File: src/logic/rtcu_pkg.sv
// rtcu_pkg: constants, field layouts and carriers of the clock control block
// assumes one 40 MHz clock; the time counters sit outside this block
package rtcu_pkg;

  // ----------------------------------------------------------------
  // register map and fields
  // ----------------------------------------------------------------
  localparam logic [7:0] RTCU_ADDR_RATE  = 8'h0A;
  localparam logic [7:0] RTCU_ADDR_CTRL  = 8'h0B;
  localparam logic [7:0] RTCU_ADDR_FLAGS = 8'h0C;
  localparam logic [7:0] RTCU_ADDR_DAY   = 8'h0D;
  localparam logic [7:0] RTCU_ADDR_SIDX  = 8'h7E;
  localparam logic [7:0] RTCU_ADDR_EIDX  = 8'h7F;
  localparam logic [2:0] RTCU_OSC_RUN    = 3'h2;
  localparam logic [7:0] RTCU_AL_DONTCARE = 8'hC0;

  // ----------------------------------------------------------------
  // timing
  // ----------------------------------------------------------------
  localparam int RTCU_CLK_HZ    = 40000000;
  localparam int RTCU_CLK_NS    = 25;
  localparam int RTCU_XTAL_HZ   = 32768;
  localparam int RTCU_DIV_MAX   = RTCU_XTAL_HZ - 1;
  localparam int RTCU_HALF_SEC  = RTCU_XTAL_HZ / 2;
  localparam int RTCU_GAP_MS    = 999;
  localparam int RTCU_BUC_US    = 244;
  localparam int RTCU_BUC_TICKS =
    (RTCU_BUC_US * RTCU_XTAL_HZ + 999999) / 1000000;
  localparam int RTCU_UPD_US    = 977;
  localparam int RTCU_UPD_TICKS = (RTCU_UPD_US * RTCU_XTAL_HZ) / 1000000;
  localparam int RTCU_CSR_US    = 200;
  localparam int RTCU_CSR_CYC   = (RTCU_CSR_US * 1000) / RTCU_CLK_NS;

  // ----------------------------------------------------------------
  // carriers
  // ----------------------------------------------------------------
  typedef struct packed {
    logic [7:0] sec;
    logic [7:0] min;
    logic [7:0] hour;
    logic [7:0] dow;
    logic [7:0] dom;
    logic [7:0] month;
  } rtcu_time_t;

  typedef struct packed {
    logic [7:0] sec;
    logic [7:0] min;
    logic [7:0] hour;
  } rtcu_alarm_t;

  typedef struct packed {
    logic osc_run;
    logic div_run;
    logic hour_format;
    logic data_format;
    logic daylight_saving_enable;
    logic write_protect;
  } rtcu_mode_t;

  typedef struct packed {
    logic advance;
    logic fall_back;
    logic spring_fwd;
  } rtcu_step_t;

endpackage : rtcu_pkg

File: src/logic/rtcu_core.sv
// rtcu_core: registers, update cycle, divider, flags and interrupt pin
// assumes bus pins already synchronous to mclk; counters and ram outside
`timescale 1ns/1ps
module rtcu_core
  import rtcu_pkg::*;
#(
  parameter int CSR_CYCLES = RTCU_CSR_CYC
) (
  input  wire logic        mclk,
  input  wire logic        rst,
  input  wire logic        ce,
  input  wire logic        reset_pin,
  input  wire logic        cs_n,
  input  wire logic        addr_strobe,
  input  wire logic        data_strobe,
  input  wire logic        read_not_write,
  input  wire logic        extended_ram_select,
  input  wire logic [7:0]  ad_in,
  output logic      [7:0]  ad_out,
  output logic             ad_oe,
  input  wire logic        power_fail,
  input  wire logic        backup_valid,
  input  wire logic        century_bit,
  input  wire rtcu_time_t  time_now,
  input  wire rtcu_alarm_t alarm_bytes,
  output rtcu_mode_t       mode,
  output rtcu_step_t       step,
  output logic             irq_n_out,
  output logic             irq_oe
);

  // ----------------------------------------------------------------
  // helpers
  // ----------------------------------------------------------------
  function automatic logic [7:0] to_bin(input logic [7:0] v,
                                        input logic       bin);
    to_bin = bin ? v : 8'((v[7:4] * 10) + v[3:0]);
  endfunction : to_bin

  function automatic logic [14:0] rate_mask(input logic [3:0] rs);
    logic [14:0] m;
    m = 15'h0000;
    if (rs == 4'h1) m = 15'h007F;
    else if (rs == 4'h2) m = 15'h00FF;
    else if (rs != 4'h0) m = 15'((16'h0001 << (rs - 4'h1)) - 16'h0001);
    rate_mask = m;
  endfunction : rate_mask

  typedef enum logic {UPD_IDLE, UPD_BUSY} rtcu_upd_t;

  // ----------------------------------------------------------------
  // bus decode
  // ----------------------------------------------------------------
  logic [7:0]  addr_reg;
  logic        ds_q_reg;
  logic        wp_reg;
  logic [31:0] csr_cnt_reg;
  logic        rd_acc;
  logic        wr_take;
  logic        rd_end;

  assign rd_acc  = !cs_n && !extended_ram_select && data_strobe
                   && read_not_write;
  assign wr_take = !cs_n && !extended_ram_select && data_strobe
                   && !ds_q_reg && !read_not_write && !wp_reg;
  assign rd_end  = !cs_n && !extended_ram_select && !data_strobe
                   && ds_q_reg && read_not_write;

  always_ff @(posedge mclk or posedge rst) begin
    if (rst) begin
      addr_reg <= 8'h00;
      ds_q_reg <= 1'b0;
    end else if (ce) begin
      ds_q_reg <= data_strobe;
      if (addr_strobe && !cs_n) addr_reg <= ad_in;
    end
  end

  // write protect follows power fail plus a recovery hold
  always_ff @(posedge mclk or posedge rst) begin
    if (rst) begin
      wp_reg      <= 1'b1;
      csr_cnt_reg <= 32'h0000_0000;
    end else if (ce) begin
      if (power_fail) begin
        wp_reg      <= 1'b1;
        csr_cnt_reg <= 32'h0000_0000;
      end else if (wp_reg) begin
        csr_cnt_reg <= csr_cnt_reg + 32'h0000_0001;
        if (csr_cnt_reg >= 32'(CSR_CYCLES - 1)) wp_reg <= 1'b0;
      end
    end
  end

  logic wr_rate;
  logic wr_ctrl;
  logic wr_day;
  logic rd_flags_end;
  assign wr_rate = wr_take && (addr_reg == RTCU_ADDR_RATE);
  assign wr_ctrl = wr_take && (addr_reg == RTCU_ADDR_CTRL);
  assign wr_day  = wr_take && (addr_reg == RTCU_ADDR_DAY);
  // clearing on the strobe's fall keeps read data stable meanwhile
  assign rd_flags_end = rd_end && (addr_reg == RTCU_ADDR_FLAGS);

  // ----------------------------------------------------------------
  // control registers
  // ----------------------------------------------------------------
  logic [2:0] osc_reg;
  logic [3:0] rate_reg;
  logic       uti_reg, pie_reg, aie_reg, uie_reg;
  logic       df_reg, hf_reg, dse_reg;
  logic [5:0] day_alarm_reg;
  logic [6:0] sidx_reg, eidx_reg;
  logic       div_run;
  logic       osc_run;

  assign div_run = (osc_reg[2:1] == 2'b01);
  assign osc_run = div_run || (osc_reg[2:1] == 2'b11);

  // format and oscillator fields survive the reset pin
  always_ff @(posedge mclk or posedge rst) begin
    if (rst) begin
      osc_reg       <= 3'h0;
      rate_reg      <= 4'h0;
      uti_reg       <= 1'b0;
      df_reg        <= 1'b0;
      hf_reg        <= 1'b0;
      dse_reg       <= 1'b0;
      day_alarm_reg <= 6'h00;
    end else if (ce) begin
      if (wr_rate) begin
        osc_reg  <= ad_in[6:4];
        rate_reg <= ad_in[3:0];
      end
      if (wr_ctrl) begin
        uti_reg <= ad_in[7];
        df_reg  <= ad_in[2];
        hf_reg  <= ad_in[1];
        dse_reg <= ad_in[0];
      end
      if (wr_day) day_alarm_reg <= ad_in[5:0];
    end
  end

  always_ff @(posedge mclk or posedge rst) begin
    if (rst) begin
      pie_reg <= 1'b0;
      aie_reg <= 1'b0;
      uie_reg <= 1'b0;
    end else if (ce) begin
      if (reset_pin) begin
        pie_reg <= 1'b0;
        aie_reg <= 1'b0;
        uie_reg <= 1'b0;
      end else if (wr_ctrl) begin
        pie_reg <= ad_in[6];
        aie_reg <= ad_in[5];
        uie_reg <= ad_in[4] && !ad_in[7];
      end else if (uti_reg) begin
        uie_reg <= 1'b0;
      end
    end
  end

  // index copies of the last address seen on either bank
  always_ff @(posedge mclk or posedge rst) begin
    if (rst) begin
      sidx_reg <= 7'h00;
      eidx_reg <= 7'h00;
    end else if (ce) begin
      if (reset_pin) begin
        sidx_reg <= 7'h00;
        eidx_reg <= 7'h00;
      end else if (addr_strobe && !cs_n) begin
        if (extended_ram_select) eidx_reg <= ad_in[6:0];
        else sidx_reg <= ad_in[6:0];
      end
    end
  end

  // ----------------------------------------------------------------
  // crystal rate and divider
  // ----------------------------------------------------------------
  logic [25:0] phase_reg;
  logic        xtick;
  logic [14:0] div_reg;

  assign xtick = (phase_reg >= 26'(RTCU_CLK_HZ - RTCU_XTAL_HZ));

  always_ff @(posedge mclk or posedge rst) begin
    if (rst) begin
      phase_reg <= 26'h0000000;
    end else if (ce) begin
      if (!osc_run) phase_reg <= 26'h0000000;
      else if (xtick)
        phase_reg <= phase_reg + 26'(RTCU_XTAL_HZ) - 26'(RTCU_CLK_HZ);
      else phase_reg <= phase_reg + 26'(RTCU_XTAL_HZ);
    end
  end

  always_ff @(posedge mclk or posedge rst) begin
    if (rst) begin
      div_reg <= 15'h0000;
    end else if (ce) begin
      if (wr_rate && ad_in[6:4] == RTCU_OSC_RUN && !div_run)
        div_reg <= 15'(RTCU_HALF_SEC);
      else if (!div_run) div_reg <= 15'h0000;
      else if (xtick) div_reg <= div_reg + 15'h0001;
    end
  end

  // ----------------------------------------------------------------
  // update cycle
  // ----------------------------------------------------------------
  rtcu_upd_t upd_state;
  logic      uip_reg;
  logic      upd_start;
  logic      upd_end;
  logic      pre_point;

  // busy length stays below one tick-second minus the 999 ms gap
  assign upd_start = (upd_state == UPD_IDLE) && xtick && div_run
                     && !uti_reg && (div_reg == 15'(RTCU_DIV_MAX));
  assign upd_end   = (upd_state == UPD_BUSY) && xtick
                     && (div_reg == 15'(RTCU_UPD_TICKS - 1));
  assign pre_point = xtick && div_run && !uti_reg
                     && (div_reg == 15'(RTCU_DIV_MAX - RTCU_BUC_TICKS));

  always_ff @(posedge mclk or posedge rst) begin
    if (rst) begin
      upd_state <= UPD_IDLE;
    end else if (ce) begin
      case (upd_state)
        UPD_IDLE: begin
          if (upd_start) upd_state <= UPD_BUSY;
        end
        UPD_BUSY: begin
          if (upd_end || !div_run) upd_state <= UPD_IDLE;
        end
        default: upd_state <= UPD_IDLE;
      endcase
    end
  end

  always_ff @(posedge mclk or posedge rst) begin
    if (rst) begin
      uip_reg <= 1'b0;
    end else if (ce) begin
      if (uti_reg || !div_run) uip_reg <= 1'b0;
      else if (pre_point) uip_reg <= 1'b1;
      else if (upd_end) uip_reg <= 1'b0;
    end
  end

  // ----------------------------------------------------------------
  // event flags and interrupt
  // ----------------------------------------------------------------
  logic       uf_reg, af_reg, pf_reg, irq_summary_flag_reg;
  logic       per_evt;
  logic       al_hit;
  logic [14:0] pmask;

  assign pmask   = rate_mask(rate_reg);
  // periodic edges share the divider, so with a nonzero rate each update starts on a periodic edge
  assign per_evt = xtick && div_run && (pmask != 15'h0000)
                   && ((div_reg & pmask) == pmask);
  assign al_hit  = ((alarm_bytes.sec[7:6] == 2'b11)
                    || alarm_bytes.sec == time_now.sec)
                   && ((alarm_bytes.min[7:6] == 2'b11)
                    || alarm_bytes.min == time_now.min)
                   && ((alarm_bytes.hour[7:6] == 2'b11)
                    || alarm_bytes.hour == time_now.hour)
                   && ((day_alarm_reg == 6'h00)
                    || {2'b00, day_alarm_reg} == time_now.dom);

  // a set in the clearing cycle wins over the read-clear
  always_ff @(posedge mclk or posedge rst) begin
    if (rst) begin
      uf_reg   <= 1'b0;
      af_reg   <= 1'b0;
      pf_reg   <= 1'b0;
      irq_summary_flag_reg <= 1'b0;
    end else if (ce) begin
      if (reset_pin) begin
        uf_reg   <= 1'b0;
        af_reg   <= 1'b0;
        pf_reg   <= 1'b0;
        irq_summary_flag_reg <= 1'b0;
      end else begin
        uf_reg <= upd_end || (uf_reg && !rd_flags_end);
        af_reg <= (upd_end && al_hit) || (af_reg && !rd_flags_end);
        pf_reg <= per_evt || (pf_reg && !rd_flags_end);
        irq_summary_flag_reg <= (upd_end && uie_reg && !uti_reg)
                    || (upd_end && al_hit && aie_reg)
                    || (per_evt && pie_reg)
                    || (!rd_flags_end && ((uf_reg && uie_reg)
                        || (af_reg && aie_reg)
                        || (pf_reg && pie_reg)));
      end
    end
  end

  assign irq_n_out = 1'b0;
  assign irq_oe    = irq_summary_flag_reg;

  // ----------------------------------------------------------------
  // read data
  // ----------------------------------------------------------------
  logic       hit;
  logic [7:0] rd_mux;

  always_comb begin
    hit    = 1'b1;
    rd_mux = 8'h00;
    if (addr_reg == RTCU_ADDR_RATE) rd_mux = {uip_reg, osc_reg, rate_reg};
    else if (addr_reg == RTCU_ADDR_CTRL)
      rd_mux = {uti_reg, pie_reg, aie_reg, uie_reg, 1'b0,
                df_reg, hf_reg, dse_reg};
    else if (addr_reg == RTCU_ADDR_FLAGS)
      rd_mux = {irq_summary_flag_reg, pf_reg, af_reg, uf_reg, 4'h0};
    else if (addr_reg == RTCU_ADDR_DAY)
      rd_mux = {backup_valid, 1'b0, day_alarm_reg};
    else if (addr_reg == RTCU_ADDR_SIDX) rd_mux = {1'b0, sidx_reg};
    else if (addr_reg == RTCU_ADDR_EIDX) rd_mux = {century_bit, eidx_reg};
    else hit = 1'b0;
  end

  // open during update cycles too; unmapped bytes are left to the ram
  always_ff @(posedge mclk or posedge rst) begin
    if (rst) ad_out <= 8'h00;
    else if (ce) ad_out <= rd_mux;
  end

  assign ad_oe = rd_acc && hit && ds_q_reg;

  // ----------------------------------------------------------------
  // daylight saving and mode outputs
  // ----------------------------------------------------------------
  logic       fell_reg;
  logic [7:0] b_hour, b_dom, b_mon, b_dow, b_min, b_sec;
  logic       at_159;
  logic       fall_now, spring_now;

  assign b_hour = to_bin(time_now.hour, df_reg);
  assign b_dom  = to_bin(time_now.dom, df_reg);
  assign b_mon  = to_bin(time_now.month, df_reg);
  assign b_dow  = to_bin(time_now.dow, df_reg);
  assign b_min  = to_bin(time_now.min, df_reg);
  assign b_sec  = to_bin(time_now.sec, df_reg);
  assign at_159 = (b_hour == 8'h01) && (b_min == 8'h3B)
                  && (b_sec == 8'h3B) && (b_dow == 8'h01);
  assign fall_now   = dse_reg && at_159 && (b_mon == 8'h0A)
                      && (b_dom >= 8'h19) && !fell_reg;
  assign spring_now = dse_reg && at_159 && (b_mon == 8'h04)
                      && (b_dom <= 8'h07);

  always_ff @(posedge mclk or posedge rst) begin
    if (rst) begin
      fell_reg <= 1'b0;
    end else if (ce) begin
      if (upd_start && fall_now) fell_reg <= 1'b1;
      else if (upd_start && b_hour >= 8'h03) fell_reg <= 1'b0;
    end
  end

  always_ff @(posedge mclk or posedge rst) begin
    if (rst) begin
      step <= '0;
    end else if (ce) begin
      step.advance    <= upd_start;
      step.fall_back  <= upd_start && fall_now;
      step.spring_fwd <= upd_start && spring_now;
    end
  end

  assign mode.osc_run                = osc_run;
  assign mode.div_run                = div_run;
  assign mode.hour_format            = hf_reg;
  assign mode.data_format            = df_reg;
  assign mode.daylight_saving_enable = dse_reg;
  assign mode.write_protect          = wp_reg;

  // ----------------------------------------------------------------
  // checks
  // ----------------------------------------------------------------
  uf_on_end_a: assert property (@(posedge mclk) disable iff (rst)
    ce && upd_end && !reset_pin |=> uf_reg)
    else $error("update end did not set flag");
  upd_irq_a: assert property (@(posedge mclk) disable iff (rst)
    ce && upd_end && uie_reg && !uti_reg && !reset_pin |=> irq_oe)
    else $error("update irq missing");
  wr_blocked_a: assert property (@(posedge mclk) disable iff (rst)
    ce && power_fail |=> !wr_take)
    else $error("write taken during power fail");
  osc_stop_a: assert property (@(posedge mclk) disable iff (rst)
    !osc_run && ce |=> phase_reg == 26'h0000000)
    else $error("oscillator runs with stop code");
  uip_inhibit_a: assert property (@(posedge mclk) disable iff (rst)
    ce && uti_reg |=> !uip_reg)
    else $error("pending seen during inhibit");
  uip_before_a: assert property (@(posedge mclk) disable iff (rst)
    upd_start |-> uip_reg)
    else $error("update began without pending");
  uie_clear_a: assert property (@(posedge mclk) disable iff (rst)
    ce && uti_reg && !wr_ctrl |=> !uie_reg)
    else $error("update enable kept under inhibit");
  rdc_clear_a: assert property (@(posedge mclk) disable iff (rst)
    ce && rd_flags_end && !upd_end && !per_evt |=> !uf_reg && !pf_reg)
    else $error("flags not cleared by read");
  irq_pin_a: assert property (@(posedge mclk) disable iff (rst)
    irq_oe == irq_summary_flag_reg && !irq_n_out)
    else $error("irq pin not following summary");
  per_none_a: assert property (@(posedge mclk) disable iff (rst)
    rate_reg == 4'h0 |-> !per_evt)
    else $error("periodic event with rate zero");

endmodule : rtcu_core

File: config.mk
export PLATFORM = sky130hd
export DESIGN_NAME = rtcu_core
export DESIGN_NICKNAME = d
export VERILOG_FILES = /design/src/logic/rtcu_pkg.sv /design/src/logic/rtcu_core.sv
export SDC_FILE = /design/constraint.sdc
export NUM_CORES = 1
export LEC_CHECK = 0
export BUFFER_PORTS_ARGS = -buffer_cell sky130_fd_sc_hd__buf_2
export CORE_MARGIN = 5
export CORE_UTILIZATION = 50
export DETAILED_ROUTE_END_ITERATION = 8
export PLACE_DENSITY = 0.73
export SYNTH_ARGS = -nofsm -noshare
export SYNTH_HDL_FRONTEND = slang
export SYNTH_SLANG_ARGS = --single-unit
File: constraint.sdc
create_clock -name mclk -period 3.8 [get_ports mclk]
set_clock_uncertainty 0.05 [all_clocks]
set_input_delay 0.38 -clock mclk [delete_from_list [all_inputs] [get_ports mclk]]
set_output_delay 0.38 -clock mclk [all_outputs]
set_load 0.05 [all_outputs]
-- Word-level counts from Yosys, hierarchy flattened
Cells that the tools add are included.
- flip-flop bits (word level): 135
- input port bits: 92
- output and inout port bits: 20
- add/subtract/negate cells: 12
- multiply operators: 6
- magnitude comparators: 5
- eq/ne operators: 30
- shift-type cells: 1
- multiplexer cells: 56
- bitwise logic cells: 2
- reductions and logical operators: 105
- operators with widths (kind ; number):
    $mux 8 ; 12
    $mux 15 ; 6
    $mux 32 ; 2
    $logic_and 1x1->1 ; 57
    $mux 26 ; 2
    $add 8x4->8 ; 6
    $mul 4x3->7 const B ; 6
    $mux 7 ; 6
    $eq 8x4->1 const B ; 5
    $add 32x1->32 const B ; 1
    $ge 32x13->1 const B ; 1
    $eq 15x15->1 const B ; 2
    $mux 1 ; 27
    $add 26x16->26 const B ; 1
    $ge 26x26->1 const B ; 1
    $sub 26x26->26 const B ; 1
    $eq 8x8->1 ; 3
    $reduce_and 2->1 ; 10
    $eq 8x1->1 const B ; 2
    $eq 8x6->1 const B ; 2
    $eq 8x7->1 const B ; 2
    $add 15x1->15 const B ; 1
    $and 15x15->15 ; 1
    $eq 15x15->1 ; 1
    other kinds (26) ; 59

-- Logic depth before layout (Yosys ltp)
- word-level depth: 14
- mapped depth: 12

-- Worst setup path before layout
No wires, ideal clock.
- kind: input port to flip-flop
- from: input port time_now[29] in the netlist's numbering
- to: register step[0] in the netlist's numbering
- data arrival time: 2682 ps
- slack: 972 ps
- cell stages on the path: 10
- cell sequence: ha_1 -> ha_1 -> fa_1 -> xor2_1 -> nand3_1 -> o311a_1 -> a211o_1 -> nor4_1 -> nand2b_1 -> o31ai_1
- longest elaborated chain between the ends: 11
- ends and longest elaborated chain (what ; line ; text):
    start, declared ; rtcu_core.sv:24 ; input wire rtcu_time_t time_now,
    $mul 4x3->7 ; rtcu_core.sv:37 ; to_bin = bin ? v : 8'((v[7:4] * 10) + v[3:0]);
    $add 8x4->8 ; rtcu_core.sv:37 ;
    $mux 8 (*) ; rtcu_core.sv:37 ;
    $eq 8x1->1 (*) ; rtcu_core.sv:350 ; assign at_159 = (b_hour == 8'h01) && (b_min == 8'h3B)
    $logic_and 1x1->1 (*) ; rtcu_core.sv:350 ;
    $logic_and 1x1->1 (*) (2 in a row) ; rtcu_core.sv:351 ; && (b_sec == 8'h3B) && (b_dow == 8'h01);
    $logic_and 1x1->1 (*) (2 in a row) ; rtcu_core.sv:354 ; assign spring_now = dse_reg && at_159 && (b_mon == 8'h04)
    $logic_and 1x1->1 (*) ; rtcu_core.sv:355 ; && (b_dom <= 8'h07);
    $logic_and 1x1->1 (*) ; rtcu_core.sv:372 ; step.spring_fwd <= upd_start && spring_now;
    end, declared ; rtcu_core.sv:27 ; output rtcu_step_t step,
Every way passes the cells marked *; elsewhere a longest branch is shown, timed or not.
A chain may end at the register's enable or synchronous reset.

-- Final worst setup path
- from: register addr_reg[7]
- to: output port ad_oe
- longest elaborated chain between the ends: 9
- ends and longest elaborated chain (what ; line ; text):
    start, declared ; rtcu_core.sv:54 ; logic [7:0] addr_reg;
    start signal, assigned ; rtcu_core.sv:75 ; if (addr_strobe && !cs_n) addr_reg <= ad_in;
    $eq 8x7->1 ; rtcu_core.sv:324 ; else if (addr_reg == RTCU_ADDR_EIDX) rd_mux = {century_bit, eidx_reg};
    $mux 1 ; rtcu_core.sv:324 ;
    $mux 1 ; rtcu_core.sv:323 ; else if (addr_reg == RTCU_ADDR_SIDX) rd_mux = {1'b0, sidx_reg};
    $mux 1 ; rtcu_core.sv:321 ; else if (addr_reg == RTCU_ADDR_DAY)
    $mux 1 ; rtcu_core.sv:319 ; else if (addr_reg == RTCU_ADDR_FLAGS)
    $mux 1 ; rtcu_core.sv:316 ; else if (addr_reg == RTCU_ADDR_CTRL)
    $mux 1 (*) ; rtcu_core.sv:315 ; if (addr_reg == RTCU_ADDR_RATE) rd_mux = {uip_reg, osc_reg, rate_reg};
    $logic_and 1x1->1 (*) (2 in a row) ; rtcu_core.sv:334 ; assign ad_oe = rd_acc && hit && ds_q_reg;
    end, declared ; rtcu_core.sv:20 ; output logic ad_oe,
Marks and branches as above.

==> flow_summary_export.csv <==
group,metric,value,unit
sta,drv_slew,0,
floorplanning,chipHeight,145,microns
routing,drc,0,
sta,max_slew_margin,34.8,%
power,pwr-share-comb,27.1,%
yosys,ys.flop_type,"dfrtp_1",
clock_network,cts.repair.resized,0,
global_route,overflow,0,
run_status,status,"finished clean",
clock_network,cts_sinks,126,
critical_path,cp-end-kind,"output pin",
routing,drtIter0Drc,634,
layout,syn_to_final_growth,14.5,%
clock_network,clock_latency,420,ps
layout,nNetsFinal,1252,
critical_path,worst_path_largest_cell_delay,560,ps
floorplanning,die_x,145,microns
critical_path,cp_top_family,"simple AND/OR/NAND/NOR gates",
clock_network,cts_tree,"built",
place,detailedPlace.worstSlack,576,ps
power,pwr-share-seq,37.9,%
sta,finalCritPeriodShare,77.5,%
global_route,grt_pass1_vias,7744,
yosys,syn_inst,1010,
critical_path,r2r-start,"rate_reg[2]$_DFFE_PP0P_",
layout,final_cell_mix,"dfrtp_1, buf_2, nor2_1",
clock_network,h-tree-depth,4,
clock_network,cts-root-buf,"clkbuf_16",
critical_path,reg2reg_to,"irq_oe$_DFFE_PP0P_",
place,dp_hpwl,17.9,mm
layout,final_common_cell,"dfrtp_1",
floorplanning,ioPinCount,112,
sta,setup_tns,0,ps
critical_path,cp_slowest_cell,"or4b_4",
power,power_frac_clock,34.9,%
sta,setup_slack,854,ps
global_route,grt_pass1_wl,39.6,mm
critical_path,cp_num_buf_inv,1,
layout,utilization,58.3,%
critical_path,cp_data_required_time,3370,ps
yosys,ys_seq_elements,126,
clock_network,post_cts_buffers,0,
yosys,synth_area_leaders,"dfrtp_1, ha_1, mux2_2",
routing,vias,8127,
layout,drive_gt1_share,18.8,%
place,gp_congestion,0.865,
floorplanning,rows,49,
sta,clock.fmax,0.339,GHz
yosys,synth.avg_cell_area,9.05,sq um
power,ir_worst_vdd,0.547,mV
critical_path,worstSetupPathType,"flop to output pin",
layout,largest_register_ffs,32,
power,swShare,33.4,%
floorplanning,coreArea,18000,sq um
clock_network,cts_hold_buf,0,
yosys,synthArstFlopShare,100,%
global_route,grt_max_degree,70,
place,place.port_buffers,110,
yosys,ys_warn_count,0,
critical_path,reg2reg_depth,10,
routing,wl,23.9,mm
yosys,yosysSeqAreaShare,34.5,%
global_route,grt_usage,22.4,%
routing,postRouteAntennaNets,0,
sta,rsz0062_at_grt,"false",
yosys,yosys.area.top_type,"dfrtp_1",
sta,tightestPinTransition,978,ps
routing,vias_per_cell,6.05,
hold_path,hold_class,"primary input to async pin",
yosys,ys_types,77,
routing,routedWlPerCell,17.8,microns
power,leakage,4.72,nW
sta,fin_crit,2950,ps
layout,filler_cell_count,1574,
power,p_per_area,458,nW/um^2
floorplanning,initial_core_util,50.9,%
floorplanning,dieArea,21100,sq um
yosys,synth_top_area_share,34.2,%
global_route,antenna_found_initial,0,
layout,diodes,0,
critical_path,cp-start-kind,"flop",
yosys,synth_edf_count,0,
critical_path,cp.arrival,2520,ps
critical_path,worst-path-max-fanout,7,
layout,seq_area,3150,sq um
yosys,synthesis.area,9140,sq um
layout,multi_input_area,5560,sq um
routing,first_pass_iters,8,
job,max_cap_violations,0,
sta,hold_viol_final,0,
power,intPower,3.19,mW
yosys,synth_fp_nets,1161,
power,p_sw,1.60,mW
clock_network,cts_buffers,17,
critical_path,path_cells,"or4b_4, nor4b_4, a21oi_1, and3b_1, buf_2",
critical_path,rrSetupSlack,970,ps
critical_path,cp_num_cells,5,
clock_network,cts.clk_slew.worst_paths,50,ps
clock_network,cts_max_path_buffers,2,
sta,setup_viol,0,
==> how the worst max path moves through the flow <==
stage                                  from                    end  slack, ps
floorplan                               rst  ad_out[0]$_DFFE_PP0P_         20
global placement               time_now[29]    step[0]$_DFFE_PP0P_        670
detailed placement             time_now[31]    step[0]$_DFFE_PP0P_        580
CTS                 addr_reg[5]$_DFFE_PP0P_                  ad_oe        860
global route        rate_reg[2]$_DFFE_PP0P_     irq_oe$_DFFE_PP0P_        700
finish              addr_reg[7]$_DFFE_PP0P_                  ad_oe        850
==> metrics by stage <==
step,hold slack [ps],cell area [sq um],cells,total power [mW]
floorplan,400,9140,1010,2.76
finish,95.9,10500,1343,4.79
detailed placement,414,9870,1311,3.13
CTS,124,10500,1343,4.82
global route,170,10500,1343,5.07
global placement,409,9870,1311,3.09
==> cell type report <==
cell class              instances  share of cell area [%]
clock buffers                  27                    4.80
clock inverters                 5                   0.980
inverters                      52                    1.89
multi-input cells             780                    53.1
flip-flops and latches        126                    30.1
well taps                     229                    2.74
repair buffers                124                    6.38
==> cells by family after synthesis <==
| logic type | count (synthesis) | synth area share, % |
|---|---|---|
| and+or+nand+nor | 352 | 20.8 |
| AOI/OAI and AO/OA | 239 | 17.2 |
| DFF | 126 | 34.5 |
| buffers and inverters | 104 | 4.68 |
| xor gates and xnor gates | 76 | 7.28 |
| adders and majority gates | 59 | 9.06 |
| muxes | 53 | 6.42 |
| other | 1 | 0.0410 |
==> routing by layer <==
| layer | up-vias | routed length, microns | GRT usage [%] |
|---|---|---|---|
| met2 | 243 | 11600 | 36.1 |
| met3 | 26 | 1270 | 4.02 |
| met5 | - | 0 | 0 |
| met1 | 3960 | 10700 | 30.8 |
| li1 | 3898 | - | - |
| met4 | 0 | 419 | 6.90 |
==> Yosys cell counts (all sizes together), types with 7 or more instances <==
| cell type | number |
|---|---|
| nand2b | 10 |
| o31ai | 8 |
| a21o | 16 |
| mux2 | 45 |
| o21ai | 57 |
| nand2 | 73 |
| xor2 | 53 |
| nor3 | 26 |
| nor2b | 14 |
| buf | 20 |
| dfrtp | 125 |
| inv | 52 |
| o211ai | 8 |
| a211oi | 7 |
| ha | 47 |
| nand3 | 32 |
| fa | 12 |
| nand4 | 24 |
| a211o | 9 |
| clkbuf | 32 |
| mux2i | 8 |
| nor4 | 28 |
| and3 | 7 |
| nor2 | 79 |
| a31oi | 10 |
| or3 | 14 |
| a22oi | 7 |
| xnor2 | 23 |
| a21oi | 57 |
==> power groups by stage <==
stage / combinational (mW) / clock, mW / sequential (mW)
global route: 1.46 / 1.75 / 1.86
CTS: 1.30 / 1.70 / 1.81
floorplan: 1.02 / 0 / 1.74
global placement: 1.27 / 0 / 1.82
detailed placement: 1.30 / 0 / 1.83
finish: 1.30 / 1.67 / 1.82
Note: power is estimated with default switching activity, not from simulation.
